[config.mk]
export PLATFORM = sky130hd
export DESIGN_NAME = tcb_top
export DESIGN_NICKNAME = d
export VERILOG_FILES = /design/src/verilog/tcb_pkg.sv /design/src/verilog/tcb_prescaler.sv /design/src/verilog/tcb_top.sv
export SDC_FILE = /design/constraint.sdc
export NUM_CORES = 1
export LEC_CHECK = 0
export CAP_MARGIN = 10
export CORE_AREA = 2 2 146 148
export DETAILED_ROUTE_END_ITERATION = 16
export DIE_AREA = 0 0 148 150
export DONT_BUFFER_PORTS = 1
export HOLD_SLACK_MARGIN = 0.05
export PLACE_DENSITY_LB_ADDON = 0.3
export REMOVE_ABC_BUFFERS = 1
export SKIP_LAST_GASP = 1
export SYNTH_ARGS = -nofsm -noshare
export SYNTH_HDL_FRONTEND = slang
export SYNTH_SLANG_ARGS = --single-unit
[constraint.sdc]
create_clock -name i_clk -period 2.4 [get_ports i_clk]
set_input_delay 0.24 -clock i_clk [delete_from_list [all_inputs] [get_ports i_clk]]
set_output_delay 0.24 -clock i_clk [all_outputs]
set_load 0.01 [all_outputs]
[src/verilog/tcb_pkg.sv]
/*
 * Shared constants and types for the three-channel timer glue block:
 * register offsets, field positions, reset values and prescaler ratios.
 * Assumes a 32-bit APB slave with word-aligned registers.
 */
package tcb_pkg;
   localparam int NCHAN = 3;
   localparam int NFLAG = 8;
   // Per-channel registers sit at base + n * stride
   localparam logic [7:0] CHAN_STRIDE = 8'h40;
   localparam logic [7:0] OFS_STATUS = 8'h20;
   localparam logic [7:0] OFS_IRQ_SET = 8'h24;
   localparam logic [7:0] OFS_IRQ_CLR = 8'h28;
   localparam logic [7:0] OFS_IRQ_MASK = 8'h2C;
   localparam logic [7:0] OFS_CLK_SEL = 8'h04;
   // Block-wide registers
   localparam logic [7:0] OFS_SYNC = 8'hC0;
   localparam logic [7:0] OFS_ROUTE = 8'hC4;
   localparam logic [7:0] OFS_EVT_STAT = 8'hD0;
   localparam logic [7:0] OFS_EVT_MASK = 8'hD4;
   // Flag positions shared by status, enable, disable and mask
   localparam int FLAG_OVERFLOW = 0;
   localparam int FLAG_LOAD_OVR = 1;
   localparam int FLAG_CMP_A = 2;
   localparam int FLAG_CMP_B = 3;
   localparam int FLAG_CMP_C = 4;
   localparam int FLAG_CAP_A = 5;
   localparam int FLAG_CAP_B = 6;
   localparam int FLAG_EXT_TRIG = 7;
   localparam int SYNC_BIT = 0;
   // Routing field positions, two bits each
   localparam int ROUTE_IN0_LSB = 0;
   localparam int ROUTE_IN1_LSB = 2;
   localparam int ROUTE_IN2_LSB = 4;
   localparam int ROUTE_W = 6;
   localparam int CLKSEL_W = 3;
   // Reset values
   localparam logic [7:0] MASK_RST = 8'h00;
   localparam logic [5:0] ROUTE_RST = 6'h00;
   localparam logic [2:0] CLKSEL_RST = 3'h0;
   // Prescaler ratios of internal sources 2..5
   localparam int DIV_A = 2;
   localparam int DIV_B = 8;
   localparam int DIV_C = 32;
   localparam int DIV_D = 128;
   localparam int PRESC_W = 7;

   typedef enum logic [1:0] {
      TCB_SRC_PIN = 2'h0,
      TCB_SRC_NONE = 2'h1,
      TCB_SRC_OUTA_LO = 2'h2,
      TCB_SRC_OUTA_HI = 2'h3
   } tcb_route_t;

   typedef struct packed {
      logic [7:0] addr;
      logic write;
      logic [31:0] wdata;
   } tcb_req_t;

   typedef struct packed {
      logic [7:0] overflow_etc;
   } tcb_flags_t;
endpackage : tcb_pkg

[src/verilog/tcb_prescaler.sv]
/*
 * Internal clock source generator: one-cycle enable ticks for the slow
 * oscillator and for the bus clock divided by 2, 8, 32 and 128.
 * Assumes the slow oscillator arrives asynchronously on a pin.
 */
`timescale 1ns/1ps
module tcb_prescaler (
   input wire logic i_clk,
   input wire logic i_rst_n,
   input wire logic i_slow_osc_clock,
   output logic [4:0] o_tick
);
   logic [tcb_pkg::PRESC_W-1:0] cnt_r, cnt_nxt;
   logic [2:0] osc_sync_r, osc_sync_nxt;
   logic osc_lvl_r, osc_lvl_nxt;
   logic [4:0] tick_r, tick_nxt;

   function automatic logic div_hit(input logic [6:0] c, input int d);
      div_hit = (c & 7'((d - 1))) == 7'((d - 1));
   endfunction : div_hit

   // Free counter; each ratio ticks when its low bits wrap
   always_comb begin
      cnt_nxt = cnt_r + 7'h01;
      osc_sync_nxt = {osc_sync_r[1:0], i_slow_osc_clock};
      // Level only follows once stages two and three agree
      osc_lvl_nxt = (osc_sync_r[1] == osc_sync_r[2]) ? osc_sync_r[2]
                                                     : osc_lvl_r;
      tick_nxt[0] = osc_lvl_nxt & ~osc_lvl_r;
      tick_nxt[1] = div_hit(cnt_r, tcb_pkg::DIV_A);
      tick_nxt[2] = div_hit(cnt_r, tcb_pkg::DIV_B);
      tick_nxt[3] = div_hit(cnt_r, tcb_pkg::DIV_C);
      tick_nxt[4] = div_hit(cnt_r, tcb_pkg::DIV_D);
   end

   always_ff @(posedge i_clk or negedge i_rst_n) begin
      if (!i_rst_n) begin
         cnt_r <= 7'h00;
         osc_sync_r <= 3'h0;
         osc_lvl_r <= 1'b0;
         tick_r <= 5'h00;
      end else begin
         cnt_r <= cnt_nxt;
         osc_sync_r <= osc_sync_nxt;
         osc_lvl_r <= osc_lvl_nxt;
         tick_r <= tick_nxt;
      end
   end

   assign o_tick = tick_r;
endmodule : tcb_prescaler

[src/verilog/tcb_top.sv]
/*
 * Timer block glue: per-channel interrupt masks and status flags, block
 * sync trigger, external clock routing and per-channel clock selection,
 * all behind an APB slave. Assumes the counter datapath of each channel
 * sits outside and supplies event pulses and output A levels on i_clk.
 */
// Functional notes
// Writing ones to a channel's enable-set register sets those mask bits.
// Writing ones to a channel's disable-clear register clears those bits.
// A mask bit at one enables its source; the mask reads only, resets 0.
// Enable, disable and mask share one eight-flag layout, trigger at 7.
// Writing one to bit 0 of sync control pulses a trigger to all channels.
// Routing field 2 picks pin 2, nothing, chan0 out A or chan1 out A.
// Routing field 1 picks pin 1, nothing, chan0 out A or chan2 out A.
// Routing field 0 picks pin 0, nothing, chan1 out A or chan2 out A.
// Each channel picks its own internal or external clock source.
// Internal source 1 is the slow oscillator clock.
// Internal sources 2 to 5 are the bus clock over 2, 8, 32 and 128.
// Reading a channel's status register clears its pending flags.
// The overflow flag sets on counter overflow, clears on status read.
// A channel interrupt is high while any flag is set with its mask on.
`timescale 1ns/1ps
module tcb_top (
   input wire logic i_clk,
   input wire logic i_rst_n,
   input wire logic i_psel,
   input wire logic i_penable,
   input wire logic i_pwrite,
   input wire logic [7:0] i_paddr,
   input wire logic [31:0] i_pwdata,
   output logic [31:0] o_prdata,
   output logic o_pready,
   output logic o_pslverr,
   input wire logic [23:0] i_chan_events,
   input wire logic [2:0] i_chan_output_a,
   input wire logic [2:0] i_ext_clock_pin,
   input wire logic i_slow_osc_clock,
   output logic [2:0] o_chan_irq,
   output logic o_sync_trigger,
   output logic [2:0] o_ext_clock_input,
   output logic [2:0] o_chan_clk_tick,
   output logic o_irq
);
   localparam int NC = tcb_pkg::NCHAN;
   localparam int NF = tcb_pkg::NFLAG;

   tcb_pkg::tcb_req_t req;
   logic [NF-1:0] mask_r [NC], mask_nxt [NC];
   logic [NF-1:0] stat_r [NC], stat_nxt [NC];
   logic [tcb_pkg::CLKSEL_W-1:0] csel_r [NC], csel_nxt [NC];
   logic [tcb_pkg::ROUTE_W-1:0] route_r, route_nxt;
   logic [2:0] evt_stat_r, evt_stat_nxt;
   logic [2:0] evt_mask_r, evt_mask_nxt;
   logic [31:0] rdata_r, rdata_nxt;
   logic err_r, err_nxt;
   logic sync_r, sync_nxt;
   logic [2:0] pin_s1_r, pin_s2_r, pin_s3_r, pin_lvl_r, pin_lvl_nxt;
   logic [2:0] pin_s1_nxt, pin_s2_nxt, pin_s3_nxt;
   logic [2:0] xin_r, xin_nxt, xin_d_r;
   logic [2:0] irq_r, irq_nxt, irq_d_r;
   logic [2:0] tick_r, tick_nxt;
   logic [4:0] int_tick;
   logic setup, access, wr_acc, rd_acc;

   // Offset of a channel register
   function automatic logic [7:0] chan_ofs(input int n, input logic [7:0] b);
      chan_ofs = 8'(n) * tcb_pkg::CHAN_STRIDE + b;
   endfunction : chan_ofs

   // Route one external clock input from its two-bit selector
   function automatic logic route_pick(input logic [1:0] sel,
                                       input logic pin,
                                       input logic lo, input logic hi);
      case (tcb_pkg::tcb_route_t'(sel))
         tcb_pkg::TCB_SRC_PIN: route_pick = pin;
         tcb_pkg::TCB_SRC_OUTA_LO: route_pick = lo;
         tcb_pkg::TCB_SRC_OUTA_HI: route_pick = hi;
         default: route_pick = 1'b0;
      endcase
   endfunction : route_pick

   // Does the address hit any mapped register?
   function automatic logic addr_hit(input logic [7:0] a);
      addr_hit = (a == tcb_pkg::OFS_SYNC) || (a == tcb_pkg::OFS_ROUTE) ||
                 (a == tcb_pkg::OFS_EVT_STAT) ||
                 (a == tcb_pkg::OFS_EVT_MASK);
      for (int n = 0; n < NC; n++) begin
         addr_hit = addr_hit ||
                    (a == chan_ofs(n, tcb_pkg::OFS_STATUS)) ||
                    (a == chan_ofs(n, tcb_pkg::OFS_IRQ_SET)) ||
                    (a == chan_ofs(n, tcb_pkg::OFS_IRQ_CLR)) ||
                    (a == chan_ofs(n, tcb_pkg::OFS_IRQ_MASK)) ||
                    (a == chan_ofs(n, tcb_pkg::OFS_CLK_SEL));
      end
   endfunction : addr_hit

   assign req = '{addr: i_paddr, write: i_pwrite, wdata: i_pwdata};
   assign setup = i_psel & ~i_penable;
   assign access = i_psel & i_penable;
   assign wr_acc = access & req.write & ~err_r;
   assign rd_acc = access & ~req.write & ~err_r;

   // One shared divider keeps every channel's internal sources in phase
   tcb_prescaler u_presc (
      .i_clk(i_clk),
      .i_rst_n(i_rst_n),
      .i_slow_osc_clock(i_slow_osc_clock),
      .o_tick(int_tick)
   );

   // Read data is fetched in setup so it comes from a flop in access
   always_comb begin
      rdata_nxt = rdata_r;
      err_nxt = err_r;
      if (setup) begin
         rdata_nxt = 32'h0000_0000;
         err_nxt = ~addr_hit(req.addr);
         if (req.addr == tcb_pkg::OFS_ROUTE)
            rdata_nxt[tcb_pkg::ROUTE_W-1:0] = route_r;
         if (req.addr == tcb_pkg::OFS_EVT_STAT)
            rdata_nxt[2:0] = evt_stat_r;
         if (req.addr == tcb_pkg::OFS_EVT_MASK)
            rdata_nxt[2:0] = evt_mask_r;
         for (int n = 0; n < NC; n++) begin
            if (req.addr == chan_ofs(n, tcb_pkg::OFS_IRQ_MASK))
               rdata_nxt[NF-1:0] = mask_r[n];
            if (req.addr == chan_ofs(n, tcb_pkg::OFS_STATUS))
               rdata_nxt[NF-1:0] = stat_r[n];
            if (req.addr == chan_ofs(n, tcb_pkg::OFS_CLK_SEL))
               rdata_nxt[tcb_pkg::CLKSEL_W-1:0] = csel_r[n];
         end
      end
   end

   // Channel mask and status flags
   always_comb begin
      for (int n = 0; n < NC; n++) begin
         mask_nxt[n] = mask_r[n];
         stat_nxt[n] = stat_r[n];
         if (wr_acc && req.addr == chan_ofs(n, tcb_pkg::OFS_IRQ_SET))
            mask_nxt[n] = mask_r[n] | req.wdata[NF-1:0];
         if (wr_acc && req.addr == chan_ofs(n, tcb_pkg::OFS_IRQ_CLR))
            mask_nxt[n] = mask_r[n] & ~req.wdata[NF-1:0];
         // Clear only what the read reported: a flag raised after the
         // setup edge was not seen, so it stays pending for the next read
         if (rd_acc && req.addr == chan_ofs(n, tcb_pkg::OFS_STATUS))
            stat_nxt[n] = stat_r[n] & ~rdata_r[NF-1:0];
         // A flag arriving in the same cycle still sets
         stat_nxt[n] = stat_nxt[n] | i_chan_events[n*NF +: NF];
      end
   end

   // Per-channel clock source select
   always_comb begin
      for (int n = 0; n < NC; n++) begin
         csel_nxt[n] = csel_r[n];
         if (wr_acc && req.addr == chan_ofs(n, tcb_pkg::OFS_CLK_SEL))
            csel_nxt[n] = req.wdata[tcb_pkg::CLKSEL_W-1:0];
      end
   end

   // Block configuration registers and the sync pulse
   always_comb begin
      route_nxt = route_r;
      evt_mask_nxt = evt_mask_r;
      sync_nxt = 1'b0;
      if (wr_acc && req.addr == tcb_pkg::OFS_ROUTE)
         route_nxt = req.wdata[tcb_pkg::ROUTE_W-1:0];
      if (wr_acc && req.addr == tcb_pkg::OFS_EVT_MASK)
         evt_mask_nxt = req.wdata[2:0];
      if (wr_acc && req.addr == tcb_pkg::OFS_SYNC)
         sync_nxt = req.wdata[tcb_pkg::SYNC_BIT];
   end

   // Block event status: sticky on a rising channel request
   always_comb begin
      evt_stat_nxt = evt_stat_r;
      if (wr_acc && req.addr == tcb_pkg::OFS_EVT_STAT)
         evt_stat_nxt = evt_stat_r & ~req.wdata[2:0];
      // Set beats clear, so a request rising under the write is kept
      evt_stat_nxt = evt_stat_nxt | (irq_r & ~irq_d_r);
   end

   // Channel interrupt requests from flags gated by mask
   always_comb begin
      for (int n = 0; n < NC; n++)
         irq_nxt[n] = |(stat_nxt[n] & mask_nxt[n]);
   end

   // External pin filter: stages two and three must agree
   always_comb begin
      pin_s1_nxt = i_ext_clock_pin;
      pin_s2_nxt = pin_s1_r;
      pin_s3_nxt = pin_s2_r;
      for (int k = 0; k < 3; k++)
         pin_lvl_nxt[k] = (pin_s2_r[k] == pin_s3_r[k]) ? pin_s3_r[k]
                                                        : pin_lvl_r[k];
      xin_nxt[0] = route_pick(route_r[tcb_pkg::ROUTE_IN0_LSB +: 2],
                              pin_lvl_r[0], i_chan_output_a[1],
                              i_chan_output_a[2]);
      xin_nxt[1] = route_pick(route_r[tcb_pkg::ROUTE_IN1_LSB +: 2],
                              pin_lvl_r[1], i_chan_output_a[0],
                              i_chan_output_a[2]);
      xin_nxt[2] = route_pick(route_r[tcb_pkg::ROUTE_IN2_LSB +: 2],
                              pin_lvl_r[2], i_chan_output_a[0],
                              i_chan_output_a[1]);
   end

   // Per-channel counting tick: internal 0..4 or external edge 5..7
   // External edges come one cycle after the routed level changes
   always_comb begin
      for (int n = 0; n < NC; n++) begin
         case (csel_r[n])
            3'h0, 3'h1, 3'h2, 3'h3, 3'h4:
               tick_nxt[n] = int_tick[csel_r[n]];
            3'h5: tick_nxt[n] = xin_r[0] & ~xin_d_r[0];
            3'h6: tick_nxt[n] = xin_r[1] & ~xin_d_r[1];
            3'h7: tick_nxt[n] = xin_r[2] & ~xin_d_r[2];
            default: tick_nxt[n] = 1'b0;
         endcase
      end
   end

   // Channel registers
   always_ff @(posedge i_clk or negedge i_rst_n) begin
      if (!i_rst_n) begin
         for (int n = 0; n < NC; n++) begin
            mask_r[n] <= tcb_pkg::MASK_RST;
            stat_r[n] <= 8'h00;
            csel_r[n] <= tcb_pkg::CLKSEL_RST;
         end
      end else begin
         mask_r <= mask_nxt;
         stat_r <= stat_nxt;
         csel_r <= csel_nxt;
      end
   end

   // Bus capture: read data and address error from the setup cycle
   always_ff @(posedge i_clk or negedge i_rst_n) begin
      if (!i_rst_n) begin
         rdata_r <= 32'h0000_0000;
         err_r <= 1'b0;
      end else begin
         rdata_r <= rdata_nxt;
         err_r <= err_nxt;
      end
   end

   // Block registers and sync pulse
   always_ff @(posedge i_clk or negedge i_rst_n) begin
      if (!i_rst_n) begin
         route_r <= tcb_pkg::ROUTE_RST;
         evt_stat_r <= 3'h0;
         evt_mask_r <= 3'h0;
         sync_r <= 1'b0;
      end else begin
         route_r <= route_nxt;
         evt_stat_r <= evt_stat_nxt;
         evt_mask_r <= evt_mask_nxt;
         sync_r <= sync_nxt;
      end
   end

   // Pin chain and routed inputs; all clear to the idle low level, so
   // no false edge follows reset
   always_ff @(posedge i_clk or negedge i_rst_n) begin
      if (!i_rst_n) begin
         pin_s1_r <= 3'h0;
         pin_s2_r <= 3'h0;
         pin_s3_r <= 3'h0;
         pin_lvl_r <= 3'h0;
         xin_r <= 3'h0;
         xin_d_r <= 3'h0;
      end else begin
         pin_s1_r <= pin_s1_nxt;
         pin_s2_r <= pin_s2_nxt;
         pin_s3_r <= pin_s3_nxt;
         pin_lvl_r <= pin_lvl_nxt;
         xin_r <= xin_nxt;
         xin_d_r <= xin_r;
      end
   end

   // Interrupt levels, their delayed copy and the count ticks
   always_ff @(posedge i_clk or negedge i_rst_n) begin
      if (!i_rst_n) begin
         irq_r <= 3'h0;
         irq_d_r <= 3'h0;
         tick_r <= 3'h0;
      end else begin
         irq_r <= irq_nxt;
         irq_d_r <= irq_r;
         tick_r <= tick_nxt;
      end
   end

   // Zero wait: read data already captured during setup
   assign o_prdata = rdata_r;
   assign o_pready = 1'b1;
   assign o_pslverr = access & err_r;
   assign o_chan_irq = irq_r;
   assign o_sync_trigger = sync_r;
   assign o_ext_clock_input = xin_r;
   assign o_chan_clk_tick = tick_r;
   assign o_irq = |(evt_stat_r & evt_mask_r);
endmodule : tcb_top

Word-level counts from Yosys, hierarchy flattened:

Cells that the tools add are included.

* logic and storage cells: 213
* input bits: 76
* register bits after elaboration: 122
* output and inout port bits: 45

* add/subtract/negate cells: 1
* bitwise logic cells: 42
* $lt $le $gt $ge: 3
* equal/unequal tests: 53
* reductions and logical operators: 47
* muxes and demuxes: 37

Operators by type and width (count)
* 2-to-1 mux 8 bit: 15
* bitwise AND 8 bit: 9
* == test 8 bit, second input constant: 9
* OR 8 bit: 6
* == test 8 x 7 -> 1 bit, second input constant: 5
* == test 3 bit, second input constant: 13
* == test 8 x 6 -> 1 bit, second input constant: 4
* OR reduction 8 bit: 3
* == test 3 x 2 -> 1 bit, second input constant: 6
* logical OR 1 bit: 18
* 2-to-1 mux 3 bit: 6
* logical AND 1 bit: 16
* inverter 8 bit: 2
* OR reduction 5 bit: 3
* == test 2 bit, second input constant: 6
* < comparator 3 x 4 -> 1 bit, second input constant: 3
* 2-to-1 mux 6 bit: 2
* case mux 1 bit (4 select lines): 3
* bitwise AND 1 bit: 11
* bitwise AND 3 bit: 3
* binary-select mux 1 bit (select 3 bit): 3
* == test 3 x 1 -> 1 bit, second input constant: 3
* zero test 3 bit: 3
* case mux 1 bit (3 select lines): 3
* 11 further kinds: 28

Longest topological paths before layout:

Gate-level depths: netlist of run 1.

* word-level depth: 20
* gate-level depth with buffers: 8
* gate-level depth less buffers: 5

Hierarchy:

From an unflattened synthesis of run 1, not the netlist that was laid out.

* cell total of the unflattened synthesis: 533
* area total of the unflattened synthesis: 6000.8 um^2

By module, submodules not included
* tcb_top: cells each 501, seq. area each 2652.5 um^2, area an instance 5466.5 um^2, times used 1
* tcb_prescaler: cells each 32, seq. area each 400.4 um^2, area an instance 534.3 um^2, times used 1

Worst setup path before layout of run 1:

OpenSTA, ideal clock, no wires.

* path kind: flip-flop to flip-flop
* start: register err_r
* end: register evt_mask_r[0]
* stages on the path, launching flop included: 8
* data required time: 2.275 ns
* path slack: 0.361 ns
* data arrival time: 1.914 ns
* path through: dfrtp_1 -> and4b_1 -> buf_2 -> clkbuf_1 -> buf_1 -> nand2_1 -> nor2_1 -> mux2_2

* cells in the longest elaborated chain, start to end: 3

Ends and longest elaborated chain
* start, declared: line tcb_top.sv:55 `logic err_r, err_nxt;`
* start signal, assigned: line tcb_top.sv:246 `err_r <= err_nxt;`
* inverter 1 bit: line tcb_top.sv:100 `assign wr_acc = access & req.write & ~err_r;`
* bitwise AND 1 bit: line tcb_top.sv:100
* logical AND 1 bit: line tcb_top.sv:169 `if (wr_acc && req.addr == tcb_pkg::OFS_EVT_MASK)`
* end signal, assigned: line tcb_top.sv:260 `evt_mask_r <= evt_mask_nxt;`
* end, declared: line tcb_top.sv:53 `logic [2:0] evt_mask_r, evt_mask_nxt;`

Every way passes these cells.
A chain may end at the register's enable or synchronous reset.

==> impl_summary.txt, run 1 <==
----------------------------------------------------
[Status]
  Outcome ... complete, but fails checks
  Violated checks ... hold timing

[Critical path]
  Crit. End Element ... flop
  Type of element launching the critical path ... flop
  Data required time of the critical path ... 2.69 ns
  Worst path arrival time ... 2.52 ns
  Kind of critical path ... reg2reg
  Setup slack, reg-to-reg ... 0.16 ns
  Worst Path Max Fanout ... 14

[GRT]
  Global-route wire length before repair ... 29010 um
  Pin count of the biggest net entering global routing ... 123
  Overall track demand over capacity in global routing ... 0.1737
  Via count of the first global-routing pass ... 4935
  Total gr overflow ... 0
  Number of antenna violations at the first check in global routing ... 0

[Placed design]
  Detail Placement HPWL ... 13150 um
  IO Port Bufs ... 0
  RD Place Congestion ... 0.9096
  Post-Place Cell Area ... 6316 sq um

[STA]
  Unrepaired setup endpoints after global routing ... false
  Achievable frequency ... 447.2 MHz
  Final hold violations ... 122
  Clock period minus worst slack ... 2.236 ns
  Hold Worst Slack ... -0.4878 ns
  Count of final setup violators ... 0
  Final-report max-slew violation count ... 0
  Worst-Margin Slew ... 0.6137 ns
  Worst relative slew slack ... 0.5909
  Crit share post-route ... 0.9318
  Clock Skews ... 0.009398 ns

[Clock tree]
  Clk Tree Root Cell ... clkbuf_16
  Clock tree sinks ... 122
  Total CTS buffers ... 17
  Maximum count of clock buffers along a single path ... 2
  Clk Latency, worst-skew pair ... 0.43 ns
  TritonCTS clock tree ... yes
  Max H-tree Level ... 4
  Clock slew seen by the registers of the worst setup and hold paths ... 0.05 ns
  Total of hold buffers inserted after clock tree synthesis ... 41

[Routing]
  Starting DRC count in detailed routing ... 416
  Total DRC errors in the routed layout ... 0
  Count of antenna-violating nets left after detailed routing ... 0
  Final wirelength ... 18830 um
  Number of vias after detailed routing ... 4894
  Routed WL per cell ... 21.40 um
  First drt pass iteration count ... 6
  Vias per std cell ... 5.561

[Yosys]
  Count of flip-flops with a built-in enable after synthesis ... 0
  Part of the Yosys area used for sequential elements ... 0.5028
  Top FF cell, synth ... dfrtp_1
  Synth unique cells ... 67
  Register bit count reported by yosys ... 122
  Post-synth ARST share ... 1.000
  Synth Instances ... 548
  Synth Area per Inst ... 11.08 sq um
  Post-synth design cell area ... 6072 sq um
  Ys Warns ... 0

[Floorplanning]
  Die boundary width ... 148 um
  Vertical die dimension ... 150 um
  Row count ... 53
  Die ar. ... 22200 sq um
  Starting density of the core ... 0.2935
  Number of primary I/O pins ... 121
  Core area ... 20690 sq um

[Final layout]
  Util after Layout ... 0.3538
  Post-route design area ... 7320 sq um
  N_diodes ... 0
  Area taken by flip-flops and latches ... 3053 sq um
  Filler Cells Inserted ... 2039
  Area overhead of the layout relative to synthesis ... 20.54%
  Fraction of layout instances using a drive strength above 1 ... 0.1620
  Multi-input combinational cell area ... 2706 sq um
  Final nets ... 671

[Power and ir drop]
  Power density relative to cell area ... 685.3 nW/um^2
  Leakage component of the power ... 2.894 nW
  Peak supply drop ... 478.7 uV

[Worst hold path]
  Hold Path Class ... in2async

[Flow run]
  Number of maximum-capacitance constraint violations ... 0

----------------------------------------------------
[worst max-delay path: stages, from the launching register on]
cell      delay [ns]
dfrtp_1         0.41
and4bb_2        0.56
nand4_1         0.13
a21o_1          0.24
a32o_1          0.23
or4_1           0.52
[Yosys cell counts (all sizes together), types with 4 or more instances]
cell type,count,area [sq um]
nand2,27,101.4
inv,11,41.29
nor2b,7,43.79
a21o,25,187.7
o21ai,7,35.03
and3,5,31.28
nor4,5,76.32
nor3,10,61.31
a22o,6,52.55
dfrtp,122,3053
a32o,4,40.04
a41oi,20,175.2
o211ai,8,60.06
nand4,26,162.7
a31oi,7,43.79
a22oi,15,112.6
a31o,4,35.03
clkbuf,13,48.80
maj3,4,40.04
o2bb2ai,4,35.03
nand2b,4,25.02
nor4b,5,80.08
and2,7,46.30
buf,49,334.1
a21oi,38,190.2
o22ai,4,25.02
nor2,31,116.4
mux2,22,247.7
mux4,6,135.1
nand3,7,35.03
[path summary, 6_finish.rpt]
path / startpoint / depth (start not counted) / to
max: err_r / 5 / o_chan_irq[2]
max reg2reg: err_r / 5 / o_chan_irq[2]
min in group i_clk: i_pwdata[1] / 2 / mask_r[9]
min reg2reg: pin_s1_r[0] / 0 / pin_s2_r[0]
min: i_rst_n / 0 / pin_s1_r[0]
max in group asynchronous: i_rst_n / 0 / stat_r[19]
[stage by stage]
step / TNS [ns] / hold slack [ns] / std cells / power [mW] / setup slack (ns)
after CTS: 0 / -0.4993 / 880 / 5.045 / 0.08591
final: 0 / -0.4878 / 880 / 5.016 / 0.1637
after floorplan: -10.13 / -0.05559 / 509 / 2.361 / -0.6944
after detailed placement: 0 / -0.04953 / 807 / 2.438 / 0.1397
after global placement: 0 / -0.04988 / 807 / 2.434 / 0.1914
after global routing: 0 / -0.5057 / 880 / 5.179 / 0.07344
[flip-flops by register name, summed over array words and instances (netlist names), 5 cells and up]
register and cells:
u_presc.cnt_r 7, o_prdata 8, route_r 6, csel_r 9, u_presc.o_tick 5, mask_r 24
stat_r 24
[final cells by class]
cell class / count / share of cell area
inverter: 11 / 0.005641
sequential: 122 / 0.4171
clock buffer: 22 / 0.06479
multi-input combinational: 376 / 0.3697
timing repair buffer: 64 / 0.07966
clock inverter: 10 / 0.01607
tap: 275 / 0.04701
[placed cells by master (no fill, tap or decap), drive strengths merged, types with 11 or more instances in the layout]
cell type and count:
mux2 22, conb 25, nand2 27, a21o 25, inv 11, dfrtp 122, dlygate4sd3 41, buf 23
nor2 31, nand4 26, a41oi 20, a22oi 15, clkbuf 22, a21oi 38
[timing repair]
action | CTS | global route
buffers inserted | 0 | 0
setup endpoints to repair | 0 | 1
gates resized for setup | 0 | 1
hold endpoints to repair | 198 | 122
[per-layer routing]
layer  track usage  routed length, um  up-vias  share of wire
met1        0.2213               7907     2480           0.42
li1              -                  -     2129              -
met3       0.06433               1750       39          0.093
met2        0.2681               8740      246           0.46
met4       0.06905                433        0          0.023
met5             0                  0        -              0
[kinds of logic after synthesis]
group                    after synthesis  share of synthesized area
other                                  2                   0.001237
flip-flops                           122                     0.5028
AND/OR/NAND/NOR                      152                     0.1550
buffers and inverters                 73                    0.06985
XOR/XNOR                               3                   0.004328
multiplexers                          29                    0.06470
AO/OA/AOI/OAI                        160                     0.1894
adder cells (fa/ha/maj)                7                    0.01278
[where the power goes]
| part | internal [mW] | leakage, nW | switching, mW |
|---|---|---|---|
| registers | 2.13 | 1.49 | 0.0767 |
| logic | 0.133 | 1.13 | 0.148 |
| clock network | 1.61 | 0.278 | 0.925 |
| total | 3.87 | 2.89 | 1.15 |
No activity file was read; power rests on OpenSTA's default activity.
==> inputs of run 2 (changes only) <==
PLACE_DENSITY_LB_ADDON = not set   (was 0.3)
==> impl_summary.txt, run 2 (synthesis gave the netlist of run 1 again) <==
----------------------------------------------------
[Clock tree]
  Max H-tree Level ... 4
  Clock slew seen by the registers of the worst setup and hold paths ... 0.06 ns
  Total of hold buffers inserted after clock tree synthesis ... 40
  Post CTS Setup Buffer Count ... 0
  Total CTS buffers ... 17
  Clk Tree Root Cell ... clkbuf_16
  Maximum count of clock buffers along a single path ... 2
  Clk Latency, worst-skew pair ... 0.42 ns
  TritonCTS clock tree ... yes
  Clock tree sinks ... 122
  Cts repair resizes ... 0

[STA]
  Final worst setup slack ... 0.1181 ns
  Final hold violations ... 122
  Count of final setup violators ... 0
  Hold Worst Slack ... -0.4881 ns
  Worst-Margin Slew ... 0.6878 ns
  Crit share post-route ... 0.9508
  Total Negative Setup Slacks ... 0 ns
  Final-report max-slew violation count ... 0
  Clock period minus worst slack ... 2.282 ns
  Clock Skews ... 0.01029 ns
  Worst relative slew slack ... 0.5415
  Achievable frequency ... 438.2 MHz
  Unrepaired setup endpoints after global routing ... false

[Floorplanning]
  Die ar. ... 22200 sq um
  Vertical die dimension ... 150 um
  Core area ... 20690 sq um
  Number of primary I/O pins ... 121
  Row count ... 53
  Starting density of the core ... 0.2935
  Die boundary width ... 148 um

[GRT]
  Global-route wire length before repair ... 28950 um
  Overall track demand over capacity in global routing ... 0.1715
  Via count of the first global-routing pass ... 5038
  Total gr overflow ... 0
  Number of antenna violations at the first check in global routing ... 1
  Pin count of the biggest net entering global routing ... 123

[Final layout]
  Fraction of layout instances using a drive strength above 1 ... 0.1694
  Largest regs ... mask_r (24), stat_r (24), csel_r (9)
  Final nets ... 674
  Area overhead of the layout relative to synthesis ... 21.02%
  Post-route design area ... 7348 sq um
  Most frequent standard cell in the layout excluding fill and tap cells ... dfrtp_1
  Most used cells in the layout excluding fill and tap cells ... dfrtp_1 (122), dlygate4sd3_1 (40), a21oi_1 (38)

[Placed design]
  Post-Place Cell Area ... 6359 sq um
  RD Place Congestion ... 0.8768
  Worst setup slack before clock tree synthesis ... 0.1474 ns
  Detail Placement HPWL ... 13190 um
  IO Port Bufs ... 0

[Flow run]
  Number of maximum-capacitance constraint violations ... 0

[Critical path]
  Crit-path cells ... and4bb_2 -> nand4_1 -> a21o_1 -> a32o_1 -> or4_1
  Crit. End Element ... flop
  Worst path arrival time ... 2.57 ns
  Type of element launching the critical path ... flop
  Critical-path top delay cell ... and4bb_2
  Worst Path Max Fanout ... 15
  CP peak stage delay ... 0.60 ns
  Setup slack, reg-to-reg ... 0.12 ns
  Worst reg2reg path depth ... 5
  Reg2reg start ... err_r
  Kind of critical path ... reg2reg
  Data required time of the critical path ... 2.69 ns
  R2r endpoint ... o_chan_irq[2]

[Routing]
  Number of vias after detailed routing ... 4938
  Total DRC errors in the routed layout ... 0
  Starting DRC count in detailed routing ... 637
  Routed WL per cell ... 21.18 um
  Count of antenna-violating nets left after detailed routing ... 0
  First drt pass iteration count ... 5
  Vias per std cell ... 5.586
  Final wirelength ... 18720 um

[Status]
  Outcome ... complete, but fails checks
  Violated checks ... hold timing

[Power and ir drop]
  Leakage component of the power ... 2.922 nW
  Overall power of the completed layout ... 5.027 mW
  Power density relative to cell area ... 684.0 nW/um^2
  Peak supply drop ... 485.6 uV

[Worst hold path]
  Hold Path Class ... in2async

----------------------------------------------------
-- run 2: cell types whose count changed in the layout (fill, tap and decap cells not counted), moves of 2 or more --
cell        delta
clkbuf_8       -2
clkbuf_1       -2
inv_8          +2
buf_4          +3
clkinv_2       -2
inv_6          +8
clkinvlp_4     -3
-- run 2: how the worst max path moves through the flow --
| stage | from | endpoint | slack, ns | cells after the start |
|---|---|---|---|---|
| floorplan | i_paddr[7] | o_chan_irq[1] | -0.69 | 5 |
| global placement | err_r | o_chan_irq[2] | 0.19 | 5 |
| detailed placement | err_r | o_chan_irq[2] | 0.15 | 5 |
| CTS | err_r | o_chan_irq[2] | 0.14 | 5 |
| global route | err_r | o_chan_irq[2] | 0.05 | 5 |
| finish | err_r | o_chan_irq[2] | 0.12 | 5 |
-- run 2: worst max-delay path: cells and delay by family, from the launching register on --
family | cells | cell delay, ns
DFF | 1 | 0.41
and+or+nand+nor | 3 | 1.26
AOI/OAI and AO/OA | 2 | 0.49
-- run 2: stage by stage --
step	util	std cells
2_1_floorplan	-	509
3_3_place_gp	0.3073	811
3_5_place_dp	0.3073	811
4_1_cts	0.3550	883
5_1_grt	0.3552	884
6_report	0.3552	884
-- run 2: layout make-up --
cell class / count / area [sq um]
Multi-Input combinational cell: 376 / 2705
Timing Repair Buffer: 67 / 615.6
Clock buffer: 18 / 439.2
Tap cell: 275 / 344.1
Clock inverter: 14 / 147.6
Antenna cell: 1 / 2.502
Sequential cell: 122 / 3053
Inverter: 11 / 41.29
Fill cell: 2020 / 13340
-- run 2: routing by layer --
layer | vias to the layer above | GRT usage | share of wire
met5 | - | 0 | 0
met4 | 0 | 0.07952 | 0.034
met1 | 2471 | 0.2047 | 0.39
met2 | 281 | 0.2822 | 0.49
li1 | 2143 | - | -
met3 | 43 | 0.05488 | 0.087
-- run 2: power breakdown --
part | leakage [nW] | switching [mW] | internal, mW | total (mW)
clock | 0.288 | 1.04 | 1.49 | 2.53
combinational | 1.14 | 0.158 | 0.139 | 0.297
sequential | 1.49 | 0.0724 | 2.13 | 2.20
total | 2.92 | 1.27 | 3.76 | 5.03
==> inputs of run 3 (changes only) <==
CORE_AREA = 2 2 133 161   (was 2 2 146 148)
DIE_AREA = 0 0 135 163   (was 0 0 148 150)
==> impl_summary.txt, run 3 (synthesis gave the netlist of run 1 again) <==
----------------------------------------------------
[STA]
  Unrepaired setup endpoints after global routing ... false
  Worst-Margin Slew ... 0.6415 ns
  Hold Worst Slack ... -0.4800 ns
  Final hold violations ... 122
  Final-report max-slew violation count ... 0
  Count of final setup violators ... 0
  Clock period minus worst slack ... 2.159 ns
  Total Negative Setup Slacks ... 0 ns
  Achievable frequency ... 463.1 MHz
  Final worst setup slack ... 0.2406 ns
  Crit share post-route ... 0.8997
  Worst relative slew slack ... 0.5724
  Clock Skews ... 0.01091 ns

[Critical path]
  Crit. End Element ... flop
  Crit-path cells ... and4bb_2 -> nand4_1 -> a21o_1 -> a32o_1 -> or4_1
  Kind of critical path ... reg2reg
  Critical-path top delay cell ... and4bb_2
  CP delay by family, top ... simple AND/OR/NAND/NOR gates
  Type of element launching the critical path ... flop
  CP peak stage delay ... 0.53 ns
  Data required time of the critical path ... 2.69 ns
  Buffers and inverters on the worst path ... 0
  Worst Path Max Fanout ... 12
  Worst path arrival time ... 2.45 ns

[Routing]
  Top sig layer ... met4
  Final wirelength ... 18620 um
  First drt pass iteration count ... 5
  Count of antenna-violating nets left after detailed routing ... 0
  Starting DRC count in detailed routing ... 399
  Number of vias after detailed routing ... 4862
  Met2 wire length ... 8796 um
  Routed WL per cell ... 21.28 um
  Vias per std cell ... 5.557
  Met3 routed WL ... 1659 um
  Total DRC errors in the routed layout ... 0
  Wire length on met1 ... 7343 um

[Floorplanning]
  Vertical die dimension ... 163 um
  Starting density of the core ... 0.2946
  Number of primary I/O pins ... 121
  Row count ... 58
  Die ar. ... 22010 sq um
  Die boundary width ... 135 um
  Core area ... 20610 sq um

[Final layout]
  Fraction of layout instances using a drive strength above 1 ... 0.1636
  Largest regs ... mask_r (24), stat_r (24), csel_r (9)
  Final nets ... 671
  Most used cells in the layout excluding fill and tap cells ... dfrtp_1 (122), dlygate4sd3_1 (40), a21oi_1 (38)
  Post-route design area ... 7367 sq um
  Area overhead of the layout relative to synthesis ... 21.33%
  Most frequent standard cell in the layout excluding fill and tap cells ... dfrtp_1
  Final non-filler cell total ... 875
  N_diodes ... 0

[Clock tree]
  Clock slew seen by the registers of the worst setup and hold paths ... 0.05 ns
  Clk Latency, worst-skew pair ... 0.42 ns
  Total of hold buffers inserted after clock tree synthesis ... 40
  Max H-tree Level ... 4
  TritonCTS clock tree ... yes
  Clk Tree Root Cell ... clkbuf_16
  Clock tree sinks ... 122
  Total CTS buffers ... 17
  Cts repair resizes ... 0
  Maximum count of clock buffers along a single path ... 2
  Post CTS Setup Buffer Count ... 0

[Placed design]
  Detail Placement HPWL ... 13110 um
  RD Place Congestion ... 0.8628
  IO Port Bufs ... 0
  Worst setup slack before clock tree synthesis ... 0.2403 ns
  Placed insts ... 803
  Post-Place Cell Area ... 6330 sq um

[Power and ir drop]
  Leakage component of the power ... 2.923 nW
  Overall power of the completed layout ... 5.238 mW
  Power density relative to cell area ... 710.9 nW/um^2
  Peak supply drop ... 437.6 uV

[GRT]
  Total gr overflow ... 0
  Pin count of the biggest net entering global routing ... 123
  Via count of the first global-routing pass ... 4984
  Number of antenna violations at the first check in global routing ... 0
  Global-route wire length before repair ... 28860 um
  Overall track demand over capacity in global routing ... 0.1739

[Flow run]
  Number of maximum-capacitance constraint violations ... 0

[Worst hold path]
  Hold Path Class ... in2async

[Status]
  Violated checks ... hold timing
  Outcome ... complete, but fails checks

----------------------------------------------------
run 3: cell count changes in the layout (fill, tap and decap cells not counted):
cell,before,now
clkinv_2,0,3
bufinv_16,1,4
buf_4,26,23
inv_6,8,1
inv_8,2,0
clkbuf_1,0,1
clkinv_4,2,0
clkbuf_8,1,3
clkinvlp_4,1,3
diode_2,1,0
run 3: layout make-up:
cell class,instances,area (sq um)
Fill cell,2041,13240
Inverter,11,41.29
Tap cell,270,337.8
Clock buffer,21,470.5
Timing Repair Buffer,64,593.1
Clock inverter,11,166.4
Sequential cell,122,3053
Multi-Input combinational cell,376,2705
run 3: metrics by stage:
step	util	hold slack [ns]
after CTS	0.3575	-0.4950
final	0.3575	-0.4800
after global routing	0.3575	-0.4953
after detailed placement	0.3071	-0.05082
after global placement	0.3071	-0.04943
after floorplan	-	-0.05559
run 3: where the power goes:
part | switching [mW] | internal (mW)
clock | 0.931 | 1.82
sequential | 0.0707 | 2.13
combinational | 0.155 | 0.137
run 3: metal layers:
| metal | vias to the layer above | GRT usage |
|---|---|---|
| met2 | 233 | 0.2697 |
| met4 | 0 | 0.09659 |
| li1 | 2127 | - |
| met5 | - | 0 |
| met1 | 2453 | 0.2113 |
| met3 | 49 | 0.06007 |
run 3: worst paths after layout:
check,from,endpoint,slack [ns],depth (start not counted)
max,err_r,o_chan_irq[2],0.24,5
min,i_rst_n,u_presc.cnt_r[2],-0.48,0
max reg2reg,err_r,o_chan_irq[2],0.24,5
min reg2reg,pin_s1_r[1],pin_s2_r[1],0.35,0
max in group asynchronous,i_rst_n,mask_r[6],2.63,0
min in group i_clk,i_pwdata[5],mask_r[13],0.06,2
